**src/bfrs_pkg.sv**
```systemverilog
package bfrs_pkg;
	// internal oscillator timing at 100 MHz system clock
	localparam int unsigned CLK_FREQ_HZ     = 100_000_000;
	localparam int unsigned DEF_FSW_HZ      = 490_000;
	// period count for default frequency, rounded down
	localparam int unsigned DEF_PERIOD_CYC  = CLK_FREQ_HZ / DEF_FSW_HZ;
	localparam int unsigned PERIOD_W        = 16;
	// external edges needed before changing over to sync clock
	localparam logic [4:0]  SYNC_EDGES      = 5'h10;
	// hiccup and reset-release counts in switching periods
	localparam int unsigned HICCUP_PERIODS  = 32768;
	localparam logic [9:0]  RST_DLY_PERIODS = 10'h3FF;
	localparam int unsigned HIC_W           = 16;

	// controller states
	typedef enum logic [2:0]
	{
		BFRS_OFF     = 3'b000,
		BFRS_PREBIAS = 3'b001,
		BFRS_RUN     = 3'b010,
		BFRS_HICCUP  = 3'b011,
		BFRS_THERMAL = 3'b100
	} bfrs_state_e;

	// analog comparator inputs
	typedef struct packed
	{
		logic enable_lockout_input; // enable above lockout threshold
		logic aux_supply_ok;        // aux supply above 4.7V
		logic vcc_below_low;        // rail below 3.8V
		logic vcc_above_high;       // rail above 4.2V
		logic rt_present;           // timing resistor detected
		logic freq_set_sync_input;  // sync pulse level
		logic pwm_trip;             // modulation comparator reached duty
		logic max_duty;             // maximum duty reached
		logic peak_limit;           // current above 1.75A
		logic runaway_limit;        // current at 2A
		logic fb_above_fault;       // feedback above 0.58V
		logic soft_start_done;      // reference ramp finished
		logic out_above_ok_rise;    // output above 95%
		logic out_below_ok_fall;    // output below 92%
		logic over_temp;            // temperature above trip
		logic temp_cooled;          // temperature down by hysteresis
	} bfrs_sense_s;

	// driver outputs
	typedef struct packed
	{
		logic high_side_on;
		logic low_side_on;
		logic main_ldo_en;
		logic aux_ldo_en;
		logic reset_out;     // always low when driving
		logic reset_out_oe_n;
	} bfrs_drive_s;
endpackage

```
**src/bfrs_top.sv**
```systemverilog
// Behaviour
// RULE1: high side on at each period start
// RULE2: rest of period low side on
// RULE3: shutdown holds both switches off
// RULE4: one regulator, aux above 4.7V else main
// RULE5: both regulators off below 3.8V, on above 4.2V
// RULE6: no resistor gives 490kHz default
// RULE7: switch to external clock after 16 edges
// RULE8: peak limit ends on-time immediately
// RULE9: runaway limit enters hiccup at once
// RULE10: feedback fault after soft-start enters hiccup
// RULE11: hiccup suspends switching 32768 cycles
// RULE12: hiccup end restarts soft-start
// RULE13: low feedback during soft-start halves frequency
// RULE14: reset released 1024 cycles after 95%
// RULE15: below 92% reset low, count dropped
// RULE16: reset low during thermal shutdown
// RULE17: over-temp shuts down, resumes after cooling
// RULE18: prebias keeps switches off until pwm
// RULE19: counters count periods, cleared when disabled
// RULE20: soft-start done bit arms feedback fault
`timescale 1ns/1ns
`default_nettype none
module bfrs_top
	import bfrs_pkg::*;
(
	// clock and reset
	input  wire logic                clk,
	input  wire logic                sys_rst,
	// analog comparator inputs
	input  wire bfrs_sense_s         sense,
	// programmed period from timing resistor
	input  wire logic [PERIOD_W-1:0] rt_period,
	// switch drivers, regulators and reset pin
	output bfrs_drive_s              drive,
	// status
	output logic                     in_hiccup,
	output logic                     switch_node_hiz
);
	// controller state
	typedef struct packed
	{
		bfrs_state_e      state;     // operating state
		logic             hs;        // high-side switch
		logic             ls;        // low-side switch
		logic             half_skip; // alternate period skip
		logic [HIC_W-1:0] hic_cnt;   // hiccup period counter
		logic [9:0]       rst_cnt;   // reset release counter
		logic             rst_rel;   // reset pin released
		logic             aux_sel;   // aux regulator chosen
		logic             ldo_on;    // regulators allowed
	} bfrs_ctl_s;

	bfrs_ctl_s   st_reg;
	bfrs_ctl_s   st_next;
	logic        period_start;      // one pulse per switching period
	logic        osc_run;           // oscillator runs while enabled and regulators allowed
	logic [PERIOD_W-1:0] prog_period; // chosen internal period

	// true when switching is permitted
	function automatic logic may_switch(input bfrs_state_e s);
		may_switch = (s == BFRS_RUN);
	endfunction

	// default period when no resistor present
	assign prog_period = sense.rt_present ? rt_period : PERIOD_W'(DEF_PERIOD_CYC); // RULE6
	assign osc_run = sense.enable_lockout_input & st_reg.ldo_on;

	// oscillator with sync changeover
	bfrs_osc u_osc
	(
		.clk          (clk),
		.sys_rst      (sys_rst),
		.run          (osc_run),
		.prog_period  (prog_period),
		.sync_level   (sense.freq_set_sync_input),
		.period_start (period_start)
	);

	// next-state logic
	always_comb
	begin
		logic shutdown;
		logic hs_end;
		shutdown = 1'b0;
		hs_end = 1'b0;
		st_next = st_reg;

		// regulator supervision with hysteresis
		if (sense.vcc_below_low)
			st_next.ldo_on = 1'b0; // RULE5
		else if (sense.vcc_above_high)
			st_next.ldo_on = 1'b1; // RULE5
		st_next.aux_sel = sense.aux_supply_ok; // RULE4

		shutdown = !sense.enable_lockout_input || !st_reg.ldo_on;

		// operating state sequence
		unique case (st_reg.state)
			BFRS_OFF:
			begin
				// waiting for enable
				if (!shutdown)
					st_next.state = BFRS_PREBIAS;
			end
			BFRS_PREBIAS:
			begin
				// hold off until modulator asks for a pulse
				if (!sense.pwm_trip)
					st_next.state = BFRS_RUN; // RULE18
			end
			BFRS_RUN:
			begin
				// overcurrent and feedback faults
				if (sense.runaway_limit)
					st_next.state = BFRS_HICCUP; // RULE9
				else if (sense.soft_start_done && !sense.fb_above_fault)
					st_next.state = BFRS_HICCUP; // RULE10 RULE20
			end
			BFRS_HICCUP:
			begin
				// count suspended periods
				if (period_start)
				begin
					if (st_reg.hic_cnt == HIC_W'(HICCUP_PERIODS - 1))
						st_next.state = BFRS_PREBIAS; // RULE12
					st_next.hic_cnt = st_reg.hic_cnt + 1'b1; // RULE11 RULE19
				end
			end
			BFRS_THERMAL:
			begin
				// wait for cooling
				if (sense.temp_cooled)
					st_next.state = BFRS_OFF; // RULE17
			end
			default:
				st_next.state = BFRS_OFF;
		endcase

		if (st_next.state != BFRS_HICCUP)
			st_next.hic_cnt = '0;

		// thermal overrides everything, shutdown everything but thermal
		if (sense.over_temp)
			st_next.state = BFRS_THERMAL; // RULE17
		else if (shutdown && st_reg.state != BFRS_THERMAL)
			st_next.state = BFRS_OFF;

		// switch sequencing per period
		hs_end = sense.pwm_trip || sense.max_duty || sense.peak_limit;
		if (!may_switch(st_next.state))
		begin
			st_next.hs = 1'b0; // RULE3
			st_next.ls = 1'b0; // RULE3
			st_next.half_skip = 1'b0;
		end
		else if (period_start)
		begin
			// low feedback in soft-start skips every other period
			st_next.half_skip = !sense.soft_start_done && !sense.fb_above_fault && !st_reg.half_skip; // RULE13
			st_next.hs = !st_next.half_skip; // RULE1
			st_next.ls = st_next.half_skip;
		end
		else if (st_reg.hs && hs_end)
		begin
			st_next.hs = 1'b0; // RULE8
			st_next.ls = 1'b1; // RULE2
		end

		// reset pin qualification
		if (st_next.state == BFRS_THERMAL || shutdown)
		begin
			st_next.rst_rel = 1'b0; // RULE16
			st_next.rst_cnt = '0; // RULE19
		end
		else if (sense.out_below_ok_fall)
		begin
			st_next.rst_rel = 1'b0; // RULE15
			st_next.rst_cnt = '0; // RULE15
		end
		else if (sense.out_above_ok_rise && !st_reg.rst_rel && period_start)
		begin
			if (st_reg.rst_cnt == RST_DLY_PERIODS)
				st_next.rst_rel = 1'b1; // RULE14
			else
				st_next.rst_cnt = st_reg.rst_cnt + 10'h001; // RULE14
		end
		else if (!sense.out_above_ok_rise && !st_reg.rst_rel)
			st_next.rst_cnt = '0;
	end

	// state register
	always_ff @(posedge clk)
	begin
		if (sys_rst)
		begin
			st_reg <= '0;
			st_reg.state <= BFRS_OFF;
		end
		else
			st_reg <= st_next;
	end

	// outputs; immediate peak cut on high side
	assign drive.high_side_on   = st_reg.hs & ~sense.peak_limit & ~sense.runaway_limit; // RULE8
	assign drive.low_side_on    = st_reg.ls & ~st_reg.hs;
	assign drive.aux_ldo_en     = st_reg.ldo_on & st_reg.aux_sel; // RULE4
	assign drive.main_ldo_en    = st_reg.ldo_on & ~st_reg.aux_sel; // RULE4
	assign drive.reset_out      = 1'b0;
	assign drive.reset_out_oe_n = st_reg.rst_rel;
	assign in_hiccup            = (st_reg.state == BFRS_HICCUP);
	assign switch_node_hiz      = ~st_reg.hs & ~st_reg.ls;
endmodule
`default_nettype wire

```
**src/bfrs_osc.sv**
```systemverilog
`timescale 1ns/1ns
`default_nettype none
module bfrs_osc
	import bfrs_pkg::*;
(
	// clock and reset
	input  wire logic                clk,
	input  wire logic                sys_rst,
	// control
	input  wire logic                run,
	input  wire logic [PERIOD_W-1:0] prog_period,
	input  wire logic                sync_level,
	// period start pulse
	output logic                     period_start
);
	// oscillator state
	typedef struct packed
	{
		logic [PERIOD_W-1:0] cnt;      // internal period counter
		logic                sync_q;   // previous sync level
		logic [4:0]          edges;    // sync rising edges seen
		logic                locked;   // following external clock
		logic                pulse;    // registered period start
	} bfrs_osc_s;

	bfrs_osc_s st_reg;
	bfrs_osc_s st_next;

	// next-state logic
	always_comb
	begin
		logic sync_rise;
		sync_rise = 1'b0;
		st_next = st_reg;
		st_next.pulse = 1'b0;
		sync_rise = sync_level & ~st_reg.sync_q;
		st_next.sync_q = sync_level;
		if (!run)
		begin
			// idle: forget lock and period phase
			st_next.cnt = '0;
			st_next.edges = '0;
			st_next.locked = 1'b0;
		end
		else
		begin
			// count external edges until lock
			if (sync_rise && !st_reg.locked)
			begin
				st_next.edges = st_reg.edges + 5'h01;
				if (st_reg.edges + 5'h01 == SYNC_EDGES)
					st_next.locked = 1'b1; // RULE7
			end
			if (st_reg.locked)
			begin
				// external clock sets period
				st_next.pulse = sync_rise; // RULE7
			end
			else if (st_reg.cnt + 1'b1 >= prog_period)
			begin
				// programmed period elapsed
				st_next.cnt = '0;
				st_next.pulse = 1'b1;
			end
			else
				st_next.cnt = st_reg.cnt + 1'b1;
		end
	end

	// state register
	always_ff @(posedge clk)
	begin
		if (sys_rst)
			st_reg <= '0;
		else
			st_reg <= st_next;
	end

	assign period_start = st_reg.pulse;
endmodule
`default_nettype wire

```
**config.mk**
```make
export PLATFORM = sky130hd
export DESIGN_NAME = bfrs_top
export DESIGN_NICKNAME = d
export VERILOG_FILES = /design/src/bfrs_pkg.sv /design/src/bfrs_top.sv /design/src/bfrs_osc.sv
export SDC_FILE = /design/constraint.sdc
export NUM_CORES = 1
export LEC_CHECK = 0
export BUFFER_PORTS_ARGS = -buffer_cell sky130_fd_sc_hd__buf_2
export CAP_MARGIN = 10
export CORE_MARGIN = 8
export CORE_UTILIZATION = 60
export CTS_CLUSTER_SIZE = 30
export DETAILED_ROUTE_END_ITERATION = 10
export PLACE_DENSITY_LB_ADDON = 0.12
export SYNTH_ARGS = -nofsm -noshare
export SYNTH_HDL_FRONTEND = slang
export SYNTH_SLANG_ARGS = --single-unit
```
**constraint.sdc**
```tcl
create_clock -name clk -period 7.32 [get_ports clk]
set_input_delay 0.732 -clock clk [delete_from_list [all_inputs] [get_ports clk]]
set_output_delay 0.732 -clock clk [all_outputs]
set_load 0.1 [all_outputs]
```
==> results_dict.tcl, run 1 <==
set metrics [dict create \
    finalClockSkew_ns 0.008603 \
    critPathKind "reg2reg" \
    start_kind "register" \
    synth_most_common_cell "dfxtp_1" \
    cts_tree "built" \
    cts_root_buf "clkbuf_8" \
    holdWs_ns 0.4850 \
    cts-resized-gates 0 \
    synth.largest_area_cell "dfxtp_1" \
    initial_utilization_pct 61.77 \
    synth_edf_count 0 \
    htreeDepth 3 \
    outcome "finished, final reports clean" \
    ys_top_cells_by_area "dfxtp_1 35%, xnor2_1 8.8%, ha_1 7.8%, nor2_1 5.0%, xor2_1 4.1%" \
    register_area_sq_mm 0.001181 \
    max_slew_margin_pct 56.21 \
    hold_viol_final 0 \
    ir_drop_mv 0.09084 \
    post-route-min-period_ns 3.186 \
    numPortBuffers 40 \
    io_pins 42 \
    final_core_util_pct 68.50 \
    die_y_um 91.07 \
    drc 0 \
    dr_total_vias 2867 \
    synth_common_cells "59 x dfxtp_1, 45 x nor2_1, 36 x nand2_1, 34 x xnor2_1, 25 x nor3_1" \
    die_x_um 91.07 \
    worstPathRequired_ns 7.51 \
    drtPass1Iterations 4 \
    total_power_uw 602.6 \
    multiInputGateArea_sq_mm 0.002083 \
    tightest_slew_ns 0.6569 \
    numCtsBuffers 9 \
    reg2reg_from "u_osc.st_reg[8]" \
    place.gp.congestion 0.8098 \
    worstHoldStart "st_reg[12]" \
    hold_class "reg2reg" \
    ys_ff_latch 59 \
    nNetsFinal 498 \
    syn_nets 464 \
    tns_ns 0 \
    finalCritPeriodShare_pct 43.52 \
    syn_to_final_growth_pct 10.88 \
    via_per_inst 5.524 \
    finalNonFillerCells 519 \
    setup_ws_ns 4.134 \
    critical_path.startpoint "u_osc.st_reg[8]" \
    yosys_warnings 0 \
    grt_pass1_wl_um 11680 \
    rsz0062_at_grt "no" \
    largest_reg_flops 34 \
    cp-end-kind "register" \
    fin_area_sq_mm 0.003749 \
    fmax_ghz 0.3139 \
    grt-ovfl-total 0 \
    first_iter_violations 73 \
    dp_cells 504 \
    grt_pass1_vias 2687 \
    place_area_sq_mm 0.003588 \
    ys_seq_area_share_pct 34.94 \
    max_cap_violations 0 \
    synthCells 409 \
    antenna_left 0 \
    drt-total-wl_um 6830 \
    synth_flop_cell "dfxtp_1" \
    setup_violations 0 \
    crit_arrival_ns 3.37 \
    dp_slack_ns 4.171 \
    drv_slew 0 \
    synth_area_sq_mm 0.003381 \
    ys_types 55 \
    insertion_delay_ns 0.33 \
    wl_per_cell_um 13.16 \
    rows 27 \
    cp_max_fo 16 \
    powerDensity_mw_per_mm2 160.8 \
    synth_top_area_share_pct 34.94 \
    drive_gt1_share_pct 12.75 \
    clkSinkCount 59 \
    avgSynthCellArea_sq_um 8.266 \
    antenna_found_initial 0 \
    die_area_sq_mm 0.008293 \
    n_antenna_cell 0 \
    fp.coreArea_sq_mm 0.005473 \
    cts.clk_slew.worst_paths_ns 0.06 \
    async_flop_share_pct 0 \
    grt_usage_pct 16.77 \
    cts_setup_buffers 0 \
    hpwl_um 5094 \
    fillers 464 \
    grt_max_degree 26 \
    power_leakage_nw 1.368 \
    clk_path_buf_depth 2 \
    holdBufCountCts 0 \
]
-- cells by family (layout without fill, tap and decap cells) --
kind of cell             after synthesis  count (layout)  share of synthesized area (%)
XOR/XNOR                              50              50                          12.95
AO/OA/AOI/OAI                         54              54                          10.25
multiplexers                           2               2                         0.5922
adder cells (fa/ha/maj)               21              21                          7.772
AND/OR/NAND/NOR                      196             196                          29.94
buffers and inverters                 26              64                          3.442
flip-flops                            59              59                          34.94
other                                  1               1                         0.1109
-- per-layer routing --
metal	track usage (%)	vias to the layer above	routed length [um]
li1	-	1499	-
met1	20.30	1301	3322
met2	26.72	56	3081
met3	5.514	11	325
met4	6.958	0	102
met5	0	-	0
-- report_power, final --
| group | internal, mW | leakage [nW] | switching (mW) |
|---|---|---|---|
| Sequential | 0.323 | 0.476 | 0.00107 |
| Clock | 0.128 | 0.0860 | 0.118 |
| Combinational | 0.0138 | 0.805 | 0.0193 |
-- placed cells by master (no fill, tap or decap), types with 7 or more instances in the layout --
cell       n
dfxtp_1   59
nor2_1    45
buf_2     40
nand2_1   36
xnor2_1   34
nor3_1    25
ha_1      21
nand3_1   19
a21oi_1   18
nor2b_1   16
xor2_1    16
nand4_1   11
clkbuf_8  10
inv_1      9
and3_1     9
o21ai_0    8
or3_1      7
o31ai_1    7
-- worst max-delay path: stages, from the launching register on --
cell,delay [ns]
dfxtp_1,0.42
ha_1,0.23
nand3_1,0.18
nor2_1,0.40
nand4_1,0.17
xnor2_1,0.16
ha_1,0.31
nand4_1,0.10
a311oi_1,0.33
o31a_1,0.62
nor3_1,0.11
-- layout make-up --
type,count,area share [%]
flip-flops and latches,59,31.51
repair buffers,40,5.340
clock buffers,12,3.872
multi-input cells,324,55.57
well taps,72,2.403
inverters,9,0.9012
clock inverters,3,0.4005
-- final timing paths --
check | endpoint | slack [ns] | cells after the start
hold reg to reg | st_reg[12] | 0.49 | 2
hold / removal | st_reg[12] | 0.49 | 2
setup / recovery | u_osc.st_reg[17] | 4.13 | 10
setup reg to reg | u_osc.st_reg[17] | 4.13 | 10
Power figures use the tool's default switching activity.
==> run 2: changes to the inputs <==
Settings changed: CORE_UTILIZATION 60 to 58.
Clock period 7.32 ns to 3.3 ns, I/O delays scaled along.
==> run 2 against run 1 <==
  * Sequential power up 120%
  * Fmax rose by 8.7%
  * Worst hold slack worse by 0.33 ns
==> results_dict.tcl, run 2 (synthesized netlist as in run 1, its figures left out) <==
set metrics [dict create \
    clk_path_buf_depth 2 \
    p_clk_share_pct 47.7 \
    cts_root_buf "clkbuf_8" \
    n_antenna_cell 0 \
    via_per_inst 5.519 \
    power_switching_uw 330.8 \
    io_pins 42 \
    start_kind "register" \
    sw_frac_of_total_pct 21.83 \
    rrSetupSlack_ns 0.37 \
    cts_tree "built" \
    syn_to_final_growth_pct 13.14 \
    rsz0062_at_grt "no" \
    initial_utilization_pct 58.48 \
    crit_end "u_osc.st_reg[21]" \
    combPwrFrac_pct 4.9 \
    dr_total_vias 2892 \
    rows 28 \
    drive_gt1_share_pct 13.81 \
    layout_common_cells "59 x dfxtp_1, 44 x nor2_1, 40 x buf_2, 36 x nand2_1, 34 x xnor2_1" \
    antenna_left 0 \
    drc 0 \
    setup_violations 0 \
    outcome "finished, final reports clean" \
    largest_reg_flops 34 \
    cts_setup_buffers 0 \
    cp_max_fo 16 \
    wl_per_cell_um 13.54 \
    die_y_um 92.35 \
    numPortBuffers 40 \
    drv_slew 0 \
    worstPathRequired_ns 3.55 \
    numCtsBuffers 9 \
    tns_ns 0 \
    tightest_slew_ns 0.6338 \
    holdWs_ns 0.1555 \
    grt-ovfl-total 0 \
    clkSinkCount 59 \
    max_cap_violations 0 \
    die_x_um 92.35 \
    hold_viol_final 0 \
    hpwl_um 5251 \
    insertion_delay_ns 0.34 \
    fmax_ghz 0.3413 \
    reg2reg_depth 12 \
    finalCritPeriodShare_pct 88.78 \
    reg2reg_from "u_osc.st_reg[8]" \
    holdBufCountCts 0 \
    grt_max_degree 26 \
    finalNonFillerCells 524 \
    nNetsFinal 500 \
    critical_path.startpoint "u_osc.st_reg[8]" \
    finalClockSkew_ns 0.004777 \
    grt_usage_pct 17.31 \
    drtPass1Iterations 4 \
    max_slew_margin_pct 57.69 \
    post-route-min-period_ns 2.930 \
    worstHoldStart "sense[13]" \
    antenna_found_initial 0 \
    place_area_sq_mm 0.003607 \
    dp_cells 509 \
    grt_pass1_vias 2648 \
    fin_area_sq_mm 0.003825 \
    power_leakage_nw 1.401 \
    reg2reg_to "u_osc.st_reg[21]" \
    cts.clk_slew.worst_paths_ns 0.07 \
    seq_power_share_pct 47.4 \
    drt-total-wl_um 7095 \
    hold_class "in2reg" \
    intPower_mw 1.184 \
    first_iter_violations 111 \
    place.gp.congestion 0.8186 \
    fp.coreArea_sq_mm 0.005781 \
    cp-end-kind "register" \
    ir_drop_mv 0.2794 \
    mostFrequentLayoutCell "dfxtp_1" \
    powerDensity_mw_per_mm2 396.1 \
    crit_arrival_ns 3.18 \
    critPathKind "reg2reg" \
    grt_pass1_wl_um 12050 \
    die_area_sq_mm 0.008528 \
    cts-resized-gates 0 \
    htreeDepth 3 \
]
==> run 2: cell count changes in the layout (fill, tap and decap cells not counted), sizes merged <==
cell,change
clkinv,-1
clkbuf,-2
clkinvlp,+1
bufinv,+2
buf,+2
==> run 2: worst min-delay path by stage <==
stage / slack, ns / cells after the start / to
floorplan: 0.40 / 1 / st_reg[1]
CTS: 0.14 / 2 / st_reg[0]
detailed placement: 0.47 / 2 / st_reg[14]
global route: 0.15 / 2 / st_reg[0]
global placement: 0.46 / 2 / st_reg[14]
finish: 0.16 / 2 / st_reg[0]
==> run 2: worst max-delay path: stages (launching register included) <==
cell	delay, ns
dfxtp_1	0.42
ha_1	0.23
nand3_1	0.20
nor2_2	0.30
nand4_1	0.15
xnor2_1	0.15
ha_1	0.30
a21o_1	0.18
a21oi_1	0.17
nand3_1	0.11
o31a_1	0.25
buf_4	0.19
nor3_1	0.20
==> run 2: final cells by class <==
cell class	count	area, sq um
clock buffers	10	137.6
clock inverters	5	77.57
fillers	498	1956
inverters	9	33.78
multi-input cells	324	2086
flip-flops and latches	59	1181
well taps	75	93.84
repair buffers	42	215.2
==> run 2: metal layers <==
| layer | up-vias | GRT usage [%] | part of all wire (%) |
|---|---|---|---|
| met5 | - | 0 | 0 |
| met4 | 0 | 6.040 | 1.2 |
| met3 | 9 | 5.340 | 4.8 |
| met2 | 53 | 27.47 | 47 |
| met1 | 1321 | 21.68 | 47 |
| li1 | 1509 | - | - |
==> run 2: stage by stage <==
step | utilization [%] | total power, mW | setup WS [ns]
global route | 66.17 | 1.576 | 0.1257
floorplan | - | 0.7770 | 0.3848
detailed placement | 62.40 | 0.8083 | 0.2177
finish | 66.17 | 1.515 | 0.3704
global placement | 62.40 | 0.8066 | 0.4180
CTS | 66.13 | 1.529 | 0.2332
==> run 2: power groups by stage <==
stage / sequential [mW] / combinational [mW] / clock [mW]
6_report: 0.718 / 0.0740 / 0.723
5_1_grt: 0.718 / 0.0823 / 0.776
4_1_cts: 0.718 / 0.0746 / 0.737
3_5_place_dp: 0.734 / 0.0744 / 0
3_3_place_gp: 0.734 / 0.0730 / 0
2_1_floorplan: 0.733 / 0.0441 / 0
==> run 3: changes to the inputs <==
Settings changed: CELL_PAD_IN_SITES_DETAIL_PLACEMENT set to 1, CELL_PAD_IN_SITES_GLOBAL_PLACEMENT set to 1, CORE_UTILIZATION 58 to 43, CTS_BUF_LIST set to sky130_fd_sc_hd__clkbuf_16, SETUP_SLACK_MARGIN set to 0.5.
==> run 3 against run 2 <==
  * Die area grew 28%
  * Critical path type unchanged
  * Critical endpoint is now u_osc.st_reg[15]
  * Non-clock buffer count increased by 8
  * Worst hold slack gained 0.0031 ns
  * First-iteration DRC count shrank 19%
==> results_dict.tcl, run 3 (synthesized netlist as in run 1, its figures left out) <==
set metrics [dict create \
    nNetsFinal 508 \
    drive_gt1_share_pct 21.40 \
    holdBufCountCts 0 \
    tns_ns 0 \
    initial_utilization_pct 43.98 \
    fp.coreArea_sq_mm 0.007687 \
    hpwl_um 6104 \
    largest_reg_flops 34 \
    cp-end-kind "register" \
    io_pins 42 \
    htreeDepth 3 \
    fmax_ghz 0.3633 \
    syn_to_final_growth_pct 24.76 \
    die_area_sq_mm 0.01096 \
    n_antenna_cell 0 \
    drtPass1Iterations 4 \
    cts_root_buf "clkbuf_16" \
    finalNonFillerCells 560 \
    antenna_left 0 \
    layout_common_cells "50 x dfxtp_1, 43 x nor2_1, 40 x buf_2, 34 x nand2_1, 34 x xnor2_1" \
    numCtsBuffers 9 \
    finalClockSkew_ns 0.007775 \
    grt_pass1_wl_um 14860 \
    dp_slack_ns 0.2932 \
    drt-total-wl_um 9007 \
    start_kind "register" \
    grt-ovfl-total 0 \
    cts.clk_slew.worst_paths_ns 0.05 \
    powerDensity_mw_per_mm2 420.9 \
    grt_usage_pct 16.28 \
    grt_max_degree 26 \
    place.gp.congestion 0.7662 \
    power_leakage_nw 1.559 \
    critPathKind "reg2reg" \
    drc 0 \
    cts_tree "built" \
    antenna_found_initial 0 \
    worstPathRequired_ns 3.54 \
    via_per_inst 5.377 \
    ir_drop_mv 0.2016 \
    die_y_um 104.7 \
    rsz0062_at_grt "yes" \
    holdWs_ns 0.1587 \
    rows 32 \
    critPathMaxStageDelay_ns 0.41 \
    die_x_um 104.7 \
    dr_total_vias 3011 \
    max_slew_margin_pct 56.43 \
    post-route-min-period_ns 2.753 \
    clkSinkCount 59 \
    wl_per_cell_um 16.08 \
    cp_max_fo 8 \
    setup_violations 0 \
    clk_path_buf_depth 2 \
    outcome "finished, final reports clean" \
    worstPathCellList "nand2_2 -> nor3_4 -> nand4_1 -> xnor2_1 -> ha_1 -> a21o_1 -> a21oi_2 -> nand3_1 -> o31a_1 -> clkbuf_16 -> nor3_2" \
    tightest_slew_ns 0.6526 \
    numPortBuffers 40 \
    final_core_util_pct 54.87 \
    max_cap_violations 0 \
    cpMaxStageDelayCell "dfxtp_1" \
    crit_arrival_ns 2.99 \
    first_iter_violations 90 \
    drv_slew 0 \
    finalCritPeriodShare_pct 83.41 \
    grt_pass1_vias 3186 \
    hold_viol_final 0 \
    hold_class "in2reg" \
    mostFrequentLayoutCell "dfxtp_1" \
    insertion_delay_ns 0.33 \
    dp_cells 536 \
    setup_ws_ns 0.5475 \
]
-- run 3: cell count changes in the layout (fill, tap and decap cells not counted), sizes merged --
cell / change
buf: +7
inv: +2
-- run 3: final timing paths --
kind / from / endpoint / slack (ns) / cells past startpoint
max reg2reg: u_osc.st_reg[18] / u_osc.st_reg[15] / 0.55 / 11
max: u_osc.st_reg[18] / u_osc.st_reg[15] / 0.55 / 11
min reg2reg: st_reg[14] / st_reg[14] / 0.49 / 2
min: sense[13] / st_reg[0] / 0.16 / 2
-- run 3: per-stage QoR --
stage / instance area, sq um / power (mW)
floorplan: 3388 / 0.7770
global placement: 3649 / 0.8079
detailed placement: 3649 / 0.8100
CTS: 4015 / 1.796
global route: 4218 / 1.836
finish: 4218 / 1.775
-- run 3: area by class of cell --
class | instances | area, sq um
Fill cell | 930 | 3470
Multi-Input combinational cell | 324 | 2243
Sequential cell | 59 | 1202
Timing Repair Buffer | 50 | 300.3
Clock buffer | 9 | 225.2
Tap cell | 102 | 127.6
Clock inverter | 7 | 85.08
Inverter | 9 | 33.78
-- run 3: critical path, delay by kind of cell (launching register included) --
kind | cells | cell delay, ns
compound gates | 3 | 0.71
buf+inv | 1 | 0.20
flops | 1 | 0.41
simple gates | 5 | 0.89
fa+ha+maj | 1 | 0.30
xor+xnor | 1 | 0.15
-- run 3: power breakdown --
group | switching [mW] | internal [mW] | total [mW]
Clock | 0.330 | 0.652 | 0.982
Sequential | 0.00276 | 0.713 | 0.716
Combinational | 0.0464 | 0.0312 | 0.0776
-- run 3: what timing repair did --
| item | 4_1_cts | 5_1_grt |
|---|---|---|
| pin swaps | 1 | 9 |
| gates cloned | 0 | 1 |
| buffers inserted | 2 | 5 |
| gates resized for setup | 10 | 35 |
| endpoints found under the setup margin | 16 | 16 |
-- run 3: layer usage --
metal | vias to the layer above | part of all wire, % | GRT usage (%)
met5 | - | 0 | 0
met4 | 0 | 2.2 | 6.626
met3 | 16 | 3.2 | 4.054
met2 | 51 | 47 | 27.28
met1 | 1425 | 47 | 19.53
li1 | 1519 | - | -
